==> src/verilog/smc_pkg.sv <==
package smc_pkg;
   // watchdog control/status field positions
   localparam int          WDOG_OVF_BIT   = 7;    // overflow flag
   localparam int          WDOG_MODE_BIT  = 6;    // interval/watchdog mode
   localparam int          WDOG_RUN_BIT   = 5;    // run enable
   localparam int          WDOG_CKS_MSB   = 2;    // clock select high bit
   // reset values of the controlled register fields
   localparam logic [2:0]  WDOG_TOP_RST   = 3'h0; // overflow, mode, enable
   localparam logic [7:0]  WDOG_RSTC_RST  = 8'h1F; // reset control register
   localparam logic [7:0]  SERIAL_RST     = 8'h00; // serial regs except below
   localparam logic [7:0]  SERIAL_BRR_RST = 8'hFF; // bit rate register
   localparam logic [7:0]  SERIAL_SSR_RST = 8'h84; // serial status register
   localparam logic [7:0]  WDOG_CNT_RST   = 8'h00; // counter reset value
   // prescaler: divide ratio per clock select code, as shift amounts
   localparam logic [3:0]  PRESC_SHIFT_0  = 4'h1;
   localparam int          PRESC_W        = 14;

   // run and low power states
   typedef enum logic [1:0] {
      SMC_RUN,
      SMC_STANDBY,
      SMC_WAKE
   } smc_state_t;

   // watchdog register image kept by the sequencer
   typedef struct packed {
      logic       overflow;
      logic       mode;
      logic       run;
      logic [1:0] unused;
      logic [2:0] clock_select;
   } smc_wdog_csr_t;

   // clock gating outputs
   typedef struct packed {
      logic core_clk_en;
      logic wdog_clk_en;
      logic periph_clk_en;
   } smc_clk_en_t;

   // prescaler interval for a clock select code: 2^(code+5) cycles
   function automatic logic [PRESC_W-1:0] smc_interval(input logic [2:0] cks);
      logic [PRESC_W-1:0] v;
      v = {{(PRESC_W-1){1'b0}}, 1'b1};
      v = v << (4'(cks) + PRESC_SHIFT_0 + 4'h4);
      return v;
   endfunction
endpackage

==> src/verilog/smc_top.sv <==
`timescale 1ns/100ps
// Overview of operation
// - sleep with standby select enters standby
// - standby select refused while watchdog runs
// - ports hold or float per float select
// - entry clears watchdog top bits, reset control
// - entry initialises all serial interface registers
// - pin function and port registers retained
// - control register kept; converter, compare timer cleared
// - exit only by interrupt edge or resets
// - selected interrupt edge restarts oscillation
// - only watchdog clocked until overflow
// - overflow after selected interval marks stable
// - overflow restores clock, exits, takes interrupt
// - power-on reset pin low cancels standby
// - edge select zero detects falling edge
// - edge select one detects rising edge
module smc_top
   import smc_pkg::*;
(
   input  wire logic       core_clk_in,            // 50 MHz system clock
   input  wire logic       sys_rst_in,             // synchronous reset
   input  wire logic       power_on_reset_pin_n_in, // power-on reset pin, low active
   input  wire logic       manual_reset_pin_n_in,  // manual reset pin, low active
   input  wire logic       nmi_pin_in,             // interrupt pin
   input  wire logic       nmi_edge_select_in,     // irq_control_reg edge select
   input  wire logic       sleep_exec_in,          // sleep instruction pulse
   input  wire logic       ctrl_wr_in,             // power_down_control_reg write
   input  wire logic       standby_select_in,      // written standby select
   input  wire logic       port_float_select_in,   // written float select
   input  wire logic       wdog_csr_wr_in,         // watchdog csr write
   input  wire logic [7:0] wdog_csr_wdata_in,      // watchdog csr write data
   output logic            standby_select_out,     // standby select bit
   output logic            port_float_select_out,  // float select bit
   output logic            ports_float_out,        // port drivers off
   output logic            ports_hold_out,         // port latches frozen
   output logic            in_standby_out,         // standby or wake state
   output logic            cpu_halt_out,           // cpu stalled
   output smc_clk_en_t     clk_en_out,             // clock gate enables
   output logic [7:0]      wdog_control_status_out, // watchdog csr image
   output logic [7:0]      wdog_counter_out,       // watchdog counter
   output logic            wdog_reset_control_init_out, // reset control init
   output logic            serial_iface_init_out,  // serial regs init pulse
   output logic            analog_timer_init_out,  // converter and timer init
   output logic            nmi_take_out,           // interrupt exception request
   output logic            por_req_out,            // power-on reset request
   output logic            manual_reset_req_out    // manual reset request
);
   smc_state_t         state_q, state_d;       // sequencer state
   smc_wdog_csr_t      csr_q, csr_d;           // watchdog csr image
   logic [PRESC_W-1:0] presc_q, presc_d;       // watchdog prescaler
   logic [7:0]         cnt_q, cnt_d;           // watchdog counter
   logic               sby_q, sby_d;           // standby select
   logic               hiz_q, hiz_d;           // float select
   logic               init_q, init_d;         // entry init pulse
   logic               take_q, take_d;         // interrupt take pulse
   logic               por_q, por_d;           // power-on reset request
   logic               manual_reset_pin_q, manual_reset_pin_d;         // manual reset request
   logic               nmi_level;              // synchronised pin level
   logic               nmi_edge;               // selected edge pulse
   logic [1:0]         res_sync_q;             // reset pin synchroniser
   logic [1:0]         manual_reset_pin_sync_q;            // manual reset synchroniser
   logic               tick;                   // prescaler expiry

   // interrupt pin synchroniser and edge detector
   smc_edge_sync u_edge (
      .core_clk_in   (core_clk_in),
      .sys_rst_in    (sys_rst_in),
      .pin_in        (nmi_pin_in),
      .rising_sel_in (nmi_edge_select_in),
      .level_out     (nmi_level),
      .edge_out      (nmi_edge)
   );

   // reset pins pass two flip-flops
   always_ff @(posedge core_clk_in)
   begin
      if (sys_rst_in)
      begin
         res_sync_q  <= 2'h3;
         manual_reset_pin_sync_q <= 2'h3;
      end
      else
      begin
         res_sync_q  <= {res_sync_q[0], power_on_reset_pin_n_in};
         manual_reset_pin_sync_q <= {manual_reset_pin_sync_q[0], manual_reset_pin_n_in};
      end
   end

   // prescaler expires at the interval chosen before entry
   assign tick = (presc_q == smc_interval(csr_q.clock_select) - 1'b1);

   // next-state and register logic
   always_comb
   begin
      state_d = state_q;
      csr_d   = csr_q;
      presc_d = presc_q;
      cnt_d   = cnt_q;
      sby_d   = sby_q;
      hiz_d   = hiz_q;
      init_d  = 1'b0;
      take_d  = 1'b0;
      por_d   = ~res_sync_q[1];
      manual_reset_pin_d  = res_sync_q[1] & ~manual_reset_pin_sync_q[1];
      // software writes, only while running
      if (state_q == SMC_RUN)
      begin
         if (ctrl_wr_in && !csr_q.run)
         begin
            sby_d = standby_select_in;
            hiz_d = port_float_select_in;
         end
         if (wdog_csr_wr_in)
         begin
            csr_d.overflow     = csr_q.overflow & wdog_csr_wdata_in[WDOG_OVF_BIT];
            csr_d.mode         = wdog_csr_wdata_in[WDOG_MODE_BIT];
            csr_d.run          = wdog_csr_wdata_in[WDOG_RUN_BIT];
            csr_d.clock_select = wdog_csr_wdata_in[WDOG_CKS_MSB:0];
         end
      end
      unique case (state_q)
         // normal execution
         SMC_RUN:
         begin
            if (sleep_exec_in && sby_q)
            begin
               state_d = SMC_STANDBY;
               {csr_d.overflow, csr_d.mode, csr_d.run} = WDOG_TOP_RST;
               init_d  = 1'b1;
               presc_d = '0;
            end
         end
         // clock stopped, waiting for wake-up
         SMC_STANDBY:
         begin
            if (nmi_edge)
               state_d = SMC_WAKE;
         end
         // only watchdog clocked; counter steps up on each prescaler expiry
         SMC_WAKE:
         begin
            presc_d = tick ? '0 : presc_q + 1'b1;
            if (tick)
            begin
               cnt_d = cnt_q + 8'h01;
               if (cnt_q == 8'hFF)
               begin
                  csr_d.overflow = 1'b1;
                  state_d        = SMC_RUN;
                  take_d         = 1'b1;
               end
            end
         end
         default:
            state_d = SMC_RUN;
      endcase
      // resets override and cancel standby
      if (por_d || manual_reset_pin_d)
      begin
         state_d = SMC_RUN;
         take_d  = 1'b0;
      end
      if (por_d)
      begin
         sby_d = 1'b0;
         hiz_d = 1'b0;
         csr_d = '0;
         cnt_d = WDOG_CNT_RST;
      end
   end

   // state registers; control register kept across standby
   always_ff @(posedge core_clk_in)
   begin
      if (sys_rst_in)
      begin
         state_q <= SMC_RUN;
         csr_q   <= '0;
         presc_q <= '0;
         cnt_q   <= WDOG_CNT_RST;
         sby_q   <= 1'b0;
         hiz_q   <= 1'b0;
         init_q  <= 1'b0;
         take_q  <= 1'b0;
         por_q   <= 1'b0;
         manual_reset_pin_q  <= 1'b0;
      end
      else
      begin
         state_q <= state_d;
         csr_q   <= csr_d;
         presc_q <= presc_d;
         cnt_q   <= cnt_d;
         sby_q   <= sby_d;
         hiz_q   <= hiz_d;
         init_q  <= init_d;
         take_q  <= take_d;
         por_q   <= por_d;
         manual_reset_pin_q  <= manual_reset_pin_d;
      end
   end

   // registered outputs, derived from the next values
   logic       stby_d;
   logic [2:0] clk_d;
   always_comb
   begin
      stby_d = (state_d != SMC_RUN);
      clk_d  = {~stby_d, ~stby_d | (state_d == SMC_WAKE), ~stby_d};
   end

   always_ff @(posedge core_clk_in)
   begin
      if (sys_rst_in)
      begin
         in_standby_out          <= 1'b0;
         cpu_halt_out            <= 1'b0;
         clk_en_out              <= '1;
         ports_float_out         <= 1'b0;
         ports_hold_out          <= 1'b0;
         wdog_control_status_out <= 8'h00;
         wdog_counter_out        <= WDOG_CNT_RST;
         standby_select_out      <= 1'b0;
         port_float_select_out   <= 1'b0;
      end
      else
      begin
         in_standby_out          <= stby_d;
         cpu_halt_out            <= stby_d;
         clk_en_out              <= clk_d;
         ports_float_out         <= stby_d & hiz_d;
         ports_hold_out          <= stby_d;
         wdog_control_status_out <= csr_d;
         wdog_counter_out        <= cnt_d;
         standby_select_out      <= sby_d;
         port_float_select_out   <= hiz_d;
      end
   end

   // pulse outputs straight from their flip-flops
   assign wdog_reset_control_init_out = init_q;
   assign serial_iface_init_out       = init_q;
   assign analog_timer_init_out       = init_q;
   assign nmi_take_out                = take_q;
   assign por_req_out                 = por_q;
   assign manual_reset_req_out        = manual_reset_pin_q;

   logic unused_ok;
   assign unused_ok = nmi_level;
endmodule

==> src/verilog/smc_edge_sync.sv <==
`timescale 1ns/100ps
// synchronises the interrupt pin and detects the selected edge
module smc_edge_sync
   import smc_pkg::*;
(
   input  wire logic core_clk_in,     // system clock
   input  wire logic sys_rst_in,      // synchronous reset
   input  wire logic pin_in,          // asynchronous pin
   input  wire logic rising_sel_in,   // 1: rising edge, 0: falling edge
   output logic      level_out,       // synchronised level
   output logic      edge_out         // one-cycle pulse on selected edge
);
   logic [2:0] sync_q;   // two synchroniser stages plus history
   logic [2:0] sync_d;
   logic       edge_q;
   logic       edge_d;

   // next values: shift in pin, compare stable stages only
   always_comb
   begin
      sync_d = {sync_q[1:0], pin_in};
      if (rising_sel_in)
         edge_d = sync_q[1] & ~sync_q[2];
      else
         edge_d = ~sync_q[1] & sync_q[2];
   end

   // synchroniser shifts through reset, so its history holds real pin levels
   // and no false edge follows the release of reset
   always_ff @(posedge core_clk_in)
   begin
      sync_q <= sync_d;
   end

   // edge register, cleared by reset
   always_ff @(posedge core_clk_in)
   begin
      if (sys_rst_in)
         edge_q <= 1'b0;
      else
         edge_q <= edge_d;
   end

   assign level_out = sync_q[2];
   assign edge_out  = edge_q;
endmodule

==> config.mk <==
export PLATFORM = sky130hd
export DESIGN_NAME = smc_top
export DESIGN_NICKNAME = d
export VERILOG_FILES = /design/src/verilog/smc_pkg.sv /design/src/verilog/smc_top.sv /design/src/verilog/smc_edge_sync.sv
export SDC_FILE = /design/constraint.sdc
export NUM_CORES = 1
export LEC_CHECK = 0
export BUFFER_PORTS_ARGS = -buffer_cell sky130_fd_sc_hd__buf_2
export CORE_MARGIN = 5
export CORE_UTILIZATION = 58
export CTS_CLUSTER_DIAMETER = 120
export CTS_CLUSTER_SIZE = 14
export DETAILED_ROUTE_END_ITERATION = 8
export PLACE_DENSITY = 0.89
export SLEW_MARGIN = 25
export SYNTH_ARGS = -nofsm -noshare
export SYNTH_HDL_FRONTEND = slang
export SYNTH_HIERARCHICAL = 1
export SYNTH_SLANG_ARGS = --single-unit
==> constraint.sdc <==
create_clock -name core_clk_in -period 4.05 [get_ports core_clk_in]
set_clock_uncertainty 0.1 [all_clocks]
set_input_delay 1.0125 -clock core_clk_in [delete_from_list [all_inputs] [get_ports core_clk_in]]
set_output_delay 1.0125 -clock core_clk_in [all_outputs]
set_load 0.05 [all_outputs]
==> results.cfg, run 1 <==
[outcome]
status = finished clean

[pwr]
post-layout-total-power_mw = 0.8912
worst_ir_drop_vdd_uv = 242.0
cellLeakagePower_nw = 1.075
power-per-cell-area_nw_per_um2 = 336.1

[routing]
sum_of_routed_wire_length_over_all_layers_um = 5172
vias_per_cell = 5.854
drt_pass1_iterations = 4
drc = 0
post_drt_antenna_nets = 0
avgRoutedWirePerCell_um = 14.25
number_of_vias_after_detailed_routing = 2125
drt_first_iter_violations = 150

[finish]
post_route_design_area_um2 = 2651
n_antenna_cell = 0
finish.utilization = 0.6628
layout.nets = 334
layout-drive-gt1-share = 0.2045
syn2layout_area_growth_pct = 11.00
number_of_standard_cells_in_the_layout_taps_in_and_fillers_out = 363

[floorplanning]
dieArea_um2 = 5501
rows = 23
placeableCoreArea_um2 = 4000
die_height_um = 74.17
die_width_um = 74.17
initial_core_util = 0.5971
io_pins = 50

[place]
count_of_buffers_from_port_buffering = 45
dp_hpwl_um = 3821
post-place-ws_ns = 1.164
routabilityCongestion = 0.8021
place_inst = 355
postPlaceCellArea_um2 = 2554

[sta]
post-route-worst-setup-slack_ns = 1.144
hold_violations = 0
slew_violations = 0
worst_pin_slew_ns = 1.024
rsz0062_at_grt = false
fin_crit_ns = 2.906
finalHoldWorstSlack_ns = 0.2385
layout_worst_path_cycle_share = 0.7175
timing.fmax_mhz = 344.2
slew_headroom = 0.3157
final_report_setup_violation_count = 0
timing.setup.tns_ns = 0

[grt]
global_route_wire_length_before_repair_um = 8914
grt_start_max_net_pins = 20
globalRoute.totalOverflow = 0
antenna_found_initial = 0
groute.usage.overall = 0.2063
grt_pass1_vias = 2066

[clocking]
cts-resized-gates = 0
clk-insertion-delay-late_ns = 0.30
clock_path_buffers = 2
cts.reportedPaths.clkPinSlew_ns = 0.09
cts.htree.levels = 2
cts.sinks = 48
clock_tree_from_tritoncts = done
hold_buffers = 0
post-cts-setup-buffers = 0
cts_root_buf = sky130_fd_sc_hd__clkbuf_8
tritoncts.num_buffers = 5

[synth]
seq_area_frac_synth = 0.4023
ys_warn_count = 6
area_share_of_and_or_nand_nor_cells_after_synthesis = 0.2776
synth-async-reset-ratio = 0
post_synth_xor_area_fraction = 0.02933
syn_avg_cell_area_um2 = 8.500
synthMuxAreaShare = 0.03772
cell_count_after_synthesis = 281
share_of_the_synthesized_area_in_compound_gates_ao_oa_aoi_oai = 0.1671
netlist_area_um2 = 2389
main_combinational_cell_family_by_area_after_synthesis = simple AND/OR/NAND/NOR gates
area_share_of_fa_ha_maj_cells_after_synthesis = 0.01572
synth.distinct_cells = 52
ys_seq_elements = 48
synth-main-ff-cell = sky130_fd_sc_hd__dfxtp_1
synth-edff-count = 0

[job]
drv_cap = 0

[setup_path]
critical_path.endpoint_type = register
worstPathRequired_ns = 4.15
crit_arrival_ns = 3.00
criticalPathCategory = register to register
crit_path_max_fanout = 19
worst_setup_path_start_kind = register

[min_path]
worst_hold_path_type = register to register
## layout by cell type (no fill, tap or decap), drive strengths merged, types with 4 or more instances in the layout
cell type  instances
xor2               5
or2                6
o211ai             7
o21ai             12
nand3             12
conb               4
nor3               5
o31ai              4
clkbuf             6
a21oi             10
buf               45
dfxtp             48
mux2i              9
nand2             31
inv                8
nand4b             5
nand2b             8
nor2              27
nand4              8
## flip-flops by register name, indices dropped and copies added, names as in the netlist
register and flops:
analog_timer_init_out 1, clk_en_out 2, cpu_halt_out 1, csr_q 1, manual_reset_pin_sync_q 2, manual_reset_req_out 1, nmi_take_out 1, por_req_out 1
port_float_select_out 1, ports_float_out 1, presc_q 14, res_sync_q 2, standby_select_out 1, state_q 2, u_edge/edge_out 1, u_edge/sync_q 3
wdog_control_status_out 5, wdog_counter_out 8
## where the power goes
part	switching [mW]	leakage (nW)	internal (mW)
clock network	0.163	0.0434	0.138
registers	0.0118	0.390	0.482
logic	0.0665	0.641	0.0298
total	0.241	1.08	0.650
## cell type report
cell class	count	area, um^2
clock buffers	6	82.58
clock inverters	2	15.01
flip-flops and latches	48	960.9
well taps	50	62.56
multi-input cells	204	1275
repair buffers	45	225.2
inverters	8	30.03
fillers	333	1349
## metal layers
metal	vias to the layer above	part of all wire	track usage
li1	1064	-	-
met1	975	0.43	0.2471
met2	75	0.49	0.3563
met3	11	0.060	0.04324
met4	0	0.021	0.08853
met5	-	0	0
## final timing paths
kind | from | to | slack [ns] | cells past startpoint
setup / recovery | wdog_control_status_out[1] | presc_q[13] | 1.14 | 6
hold / removal | u_edge/sync_q[0] | u_edge/sync_q[1] | 0.24 | 0
setup reg to reg | wdog_control_status_out[1] | presc_q[13] | 1.14 | 6
hold reg to reg | u_edge/sync_q[0] | u_edge/sync_q[1] | 0.24 | 0
## critical path: stages, from the launching register on
cell	delay, ns
sky130_fd_sc_hd__dfxtp_1	0.47
sky130_fd_sc_hd__or3_1	0.43
sky130_fd_sc_hd__and4b_1	0.20
sky130_fd_sc_hd__o22ai_1	0.31
sky130_fd_sc_hd__a2111o_1	0.53
sky130_fd_sc_hd__nand2_1	0.37
sky130_fd_sc_hd__o311ai_0	0.38
## cell usage after synthesis, types with 2 or more instances
cell / n / share of area
sky130_fd_sc_hd__buf_6: 2 / 0.0094
sky130_fd_sc_hd__nand4_1: 8 / 0.021
sky130_fd_sc_hd__nor2b_1: 3 / 0.0079
sky130_fd_sc_hd__o22ai_1: 2 / 0.0052
sky130_fd_sc_hd__a2111oi_0: 2 / 0.0073
sky130_fd_sc_hd__xor2_1: 5 / 0.018
sky130_fd_sc_hd__inv_1: 8 / 0.013
sky130_fd_sc_hd__or4_1: 3 / 0.0094
sky130_fd_sc_hd__and3_1: 2 / 0.0052
sky130_fd_sc_hd__o311ai_0: 2 / 0.0073
sky130_fd_sc_hd__nand4b_1: 5 / 0.018
sky130_fd_sc_hd__and4b_1: 2 / 0.0084
sky130_fd_sc_hd__conb_1: 2 / 0.0031
sky130_fd_sc_hd__buf_4: 7 / 0.022
sky130_fd_sc_hd__nor4_1: 2 / 0.0052
sky130_fd_sc_hd__a31o_2: 2 / 0.0073
sky130_fd_sc_hd__a2111o_1: 2 / 0.0094
sky130_fd_sc_hd__nand2_1: 31 / 0.049
sky130_fd_sc_hd__nand2b_1: 8 / 0.021
sky130_fd_sc_hd__o31ai_1: 4 / 0.013
sky130_fd_sc_hd__nor3_1: 5 / 0.010
sky130_fd_sc_hd__ha_1: 3 / 0.016
sky130_fd_sc_hd__dfxtp_1: 48 / 0.40
sky130_fd_sc_hd__or3_1: 2 / 0.0052
sky130_fd_sc_hd__clkbuf_1: 12 / 0.019
sky130_fd_sc_hd__a41o_1: 2 / 0.0084
sky130_fd_sc_hd__or2_2: 6 / 0.016
sky130_fd_sc_hd__nand3_1: 12 / 0.025
sky130_fd_sc_hd__a31oi_1: 3 / 0.0079
sky130_fd_sc_hd__o21ai_0: 12 / 0.025
sky130_fd_sc_hd__nor2_1: 27 / 0.042
sky130_fd_sc_hd__xnor2_1: 3 / 0.011
sky130_fd_sc_hd__buf_2: 2 / 0.0042
sky130_fd_sc_hd__mux2i_1: 9 / 0.038
sky130_fd_sc_hd__o211ai_1: 7 / 0.022
sky130_fd_sc_hd__a21oi_1: 10 / 0.021
## cell families (layout without fill, tap and decap cells)
family | after synthesis | after routing
flops | 48 | 48
fa+ha+maj | 3 | 3
compound gates | 55 | 55
other cells | 2 | 4
simple gates | 125 | 125
mux | 9 | 9
xor+xnor | 8 | 8
buf+inv | 31 | 61
(Power assumes the default switching activity.)
==> inputs of run 2 (changes only) <==
--- a/config.mk
+++ b/config.mk
@@ -7,11 +7,11 @@
 export LEC_CHECK = 0
 export BUFFER_PORTS_ARGS = -buffer_cell sky130_fd_sc_hd__buf_2
 export CORE_MARGIN = 5
-export CORE_UTILIZATION = 58
+export CORE_UTILIZATION = 54
 export CTS_CLUSTER_DIAMETER = 120
 export CTS_CLUSTER_SIZE = 14
 export DETAILED_ROUTE_END_ITERATION = 8
-export PLACE_DENSITY = 0.89
+export PLACE_DENSITY = 0.84
 export SLEW_MARGIN = 25
 export SYNTH_ARGS = -nofsm -noshare
 export SYNTH_HDL_FRONTEND = slang
==> constraint.sdc (replaced) <==
create_clock -name core_clk_in -period 2.7 [get_ports core_clk_in]
set_clock_uncertainty 0.1 [all_clocks]
set_input_delay 0.675 -clock core_clk_in [delete_from_list [all_inputs] [get_ports core_clk_in]]
set_output_delay 0.675 -clock core_clk_in [all_outputs]
set_load 0.05 [all_outputs]
==> run 2 against run 1 <==
Effect of this change: clock power is 76% higher; die area increased by 6.4%; combinational power is 57% higher; highest routed layer unchanged.
==> results.cfg, run 2 (synthesis results as in run 1) <==
[place]
postPlaceCellArea_um2 = 2664
routabilityCongestion = 0.8099
count_of_buffers_from_port_buffering = 45
dp_hpwl_um = 3910

[grt]
global_route_wire_length_before_repair_um = 8990
globalRoute.totalOverflow = 0
antenna_found_initial = 0
groute.usage.overall = 0.1797
grt_start_max_net_pins = 19
grt_pass1_vias = 2008

[setup_path]
worstPathRequired_ns = 2.85
timing.critical_path.cells = or3_1 -> o31ai_1 -> o22ai_1 -> a2111o_1 -> buf_4 -> or4_1 -> nand2_1
crit_path_max_fanout = 18
worst_setup_path_start = wdog_control_status_out[1]
criticalPathCategory = register to register
worst_setup_path_start_kind = register
critical_path.endpoint_type = register
slowest_delay_ns = 0.51
critical-path-slowest-cell = sky130_fd_sc_hd__or4_1
crit_arrival_ns = 2.70
worst_r2r_startpoint = wdog_control_status_out[1]

[finish]
n_antenna_cell = 0
layout.nets = 348
layout-drive-gt1-share = 0.2446
post_route_design_area_um2 = 2779
largest_reg_flops = 14
reg.largest.list = presc_q: 14 flops, wdog_counter_out: 8 flops, wdog_control_status_out: 5 flops
largest_register = presc_q
syn2layout_area_growth_pct = 16.34
final_common_cell = sky130_fd_sc_hd__dfxtp_1
final.fill_count = 362
layout.cells.most_common_list = sky130_fd_sc_hd__dfxtp_1, sky130_fd_sc_hd__buf_2, sky130_fd_sc_hd__nand2_1

[floorplanning]
dieArea_um2 = 5853
die_height_um = 76.51
io_pins = 50
initial_core_util = 0.5524
placeableCoreArea_um2 = 4324
die_width_um = 76.51
rows = 24

[pwr]
post-layout-total-power_mw = 1.422
power-per-cell-area_nw_per_um2 = 511.7
cellLeakagePower_nw = 1.156
worst_ir_drop_vdd_uv = 402.8

[clocking]
cts.htree.levels = 2
cts_root_buf = sky130_fd_sc_hd__clkbuf_8
cts.sinks = 48
tritoncts.num_buffers = 5
clock_path_buffers = 2
post-cts-setup-buffers = 0
hold_buffers = 0
cts.reportedPaths.clkPinSlew_ns = 0.09
clock_tree_from_tritoncts = done
clk-insertion-delay-late_ns = 0.30
cts-resized-gates = 0

[routing]
drt_pass1_iterations = 4
sum_of_routed_wire_length_over_all_layers_um = 5209
post_drt_antenna_nets = 0
route.top_layer_used = met4
avgRoutedWirePerCell_um = 13.74
drt_first_iter_violations = 135
number_of_vias_after_detailed_routing = 2151
drc = 0
routed-wl-met3_um = 253
m1WireLength_um = 2270
vias_per_cell = 5.675
wl_met2_um = 2630

[min_path]
worst_hold_path_type = register to register
hp-start = u_edge/sync_q[0]

[sta]
timing.fmax_mhz = 392.4
final_report_setup_violation_count = 0
worst_pin_slew_ns = 0.6095
rsz0062_at_grt = false
layout_worst_path_cycle_share = 0.9438
timing.setup.tns_ns = 0
slew_headroom = 0.5832
slew_violations = 0
fin_crit_ns = 2.548
hold_violations = 0

[outcome]
status = finished clean

[job]
drv_cap = 0
run 2: cell types whose count changed in the layout (fill, tap and decap cells not counted):
cell                         previous run  this run
sky130_fd_sc_hd__buf_4                  0        14
sky130_fd_sc_hd__dfxtp_1               48        46
sky130_fd_sc_hd__dfxtp_2                0         2
sky130_fd_sc_hd__bufinv_16              0         1
sky130_fd_sc_hd__clkbuf_8               6         5
sky130_fd_sc_hd__clkinvlp_4             2         1
sky130_fd_sc_hd__inv_6                  0         1
run 2: cell type report:
type	count	area, um^2	share of cell area
sequential	48	963.4	0.3467
timing repair buffer	59	330.3	0.1189
clock buffer	5	68.82	0.02476
clock inverter	3	46.29	0.01666
tap	52	65.06	0.02341
multi-input combinational	204	1275	0.4588
inverter	8	30.03	0.01081
run 2: layer usage:
| layer | up-vias | global-route usage |
|---|---|---|
| li1 | 1087 | - |
| met2 | 52 | 0.3039 |
| met1 | 1004 | 0.2279 |
| met5 | - | 0 |
| met4 | 0 | 0.04895 |
| met3 | 8 | 0.04137 |
run 2: path summary, 6_finish.rpt:
| check | end | slack [ns] | depth (start not counted) |
|---|---|---|---|
| worst min register to register | u_edge/sync_q[1] | 0.24 | 0 |
| worst max-delay path | wdog_counter_out[7] | 0.15 | 7 |
| worst min-delay path | u_edge/sync_q[1] | 0.24 | 0 |
| worst max register to register | wdog_counter_out[7] | 0.15 | 7 |
run 2: critical path: cells and delay by family, from the launching register on:
kind,cells,cell delay [ns]
AOI/OAI and AO/OA,3,0.81
and+or+nand+nor,3,0.99
DFF,1,0.42
buffers and inverters,1,0.18
run 2: per-stage QoR:
| stage | cells | util | hold WS (ns) | setup slack [ns] |
|---|---|---|---|---|
| global route | 379 | 0.6427 | 0.2444 | 0.02320 |
| global placement | 371 | 0.6160 | 0.2153 | 0.2697 |
| floorplan | 283 | - | 0.2096 | 0.07656 |
| CTS | 379 | 0.6427 | 0.2410 | 0.1529 |
| detailed placement | 371 | 0.6160 | 0.2196 | 0.1872 |
| finish | 379 | 0.6427 | 0.2393 | 0.1516 |
run 2: power by group:
| part | total (mW) | switching, mW | internal (mW) | leakage [nW] |
|---|---|---|---|---|
| Sequential | 0.740 | 0.0163 | 0.723 | 0.391 |
| Combinational | 0.151 | 0.102 | 0.0492 | 0.711 |
| Clock | 0.531 | 0.252 | 0.279 | 0.0548 |
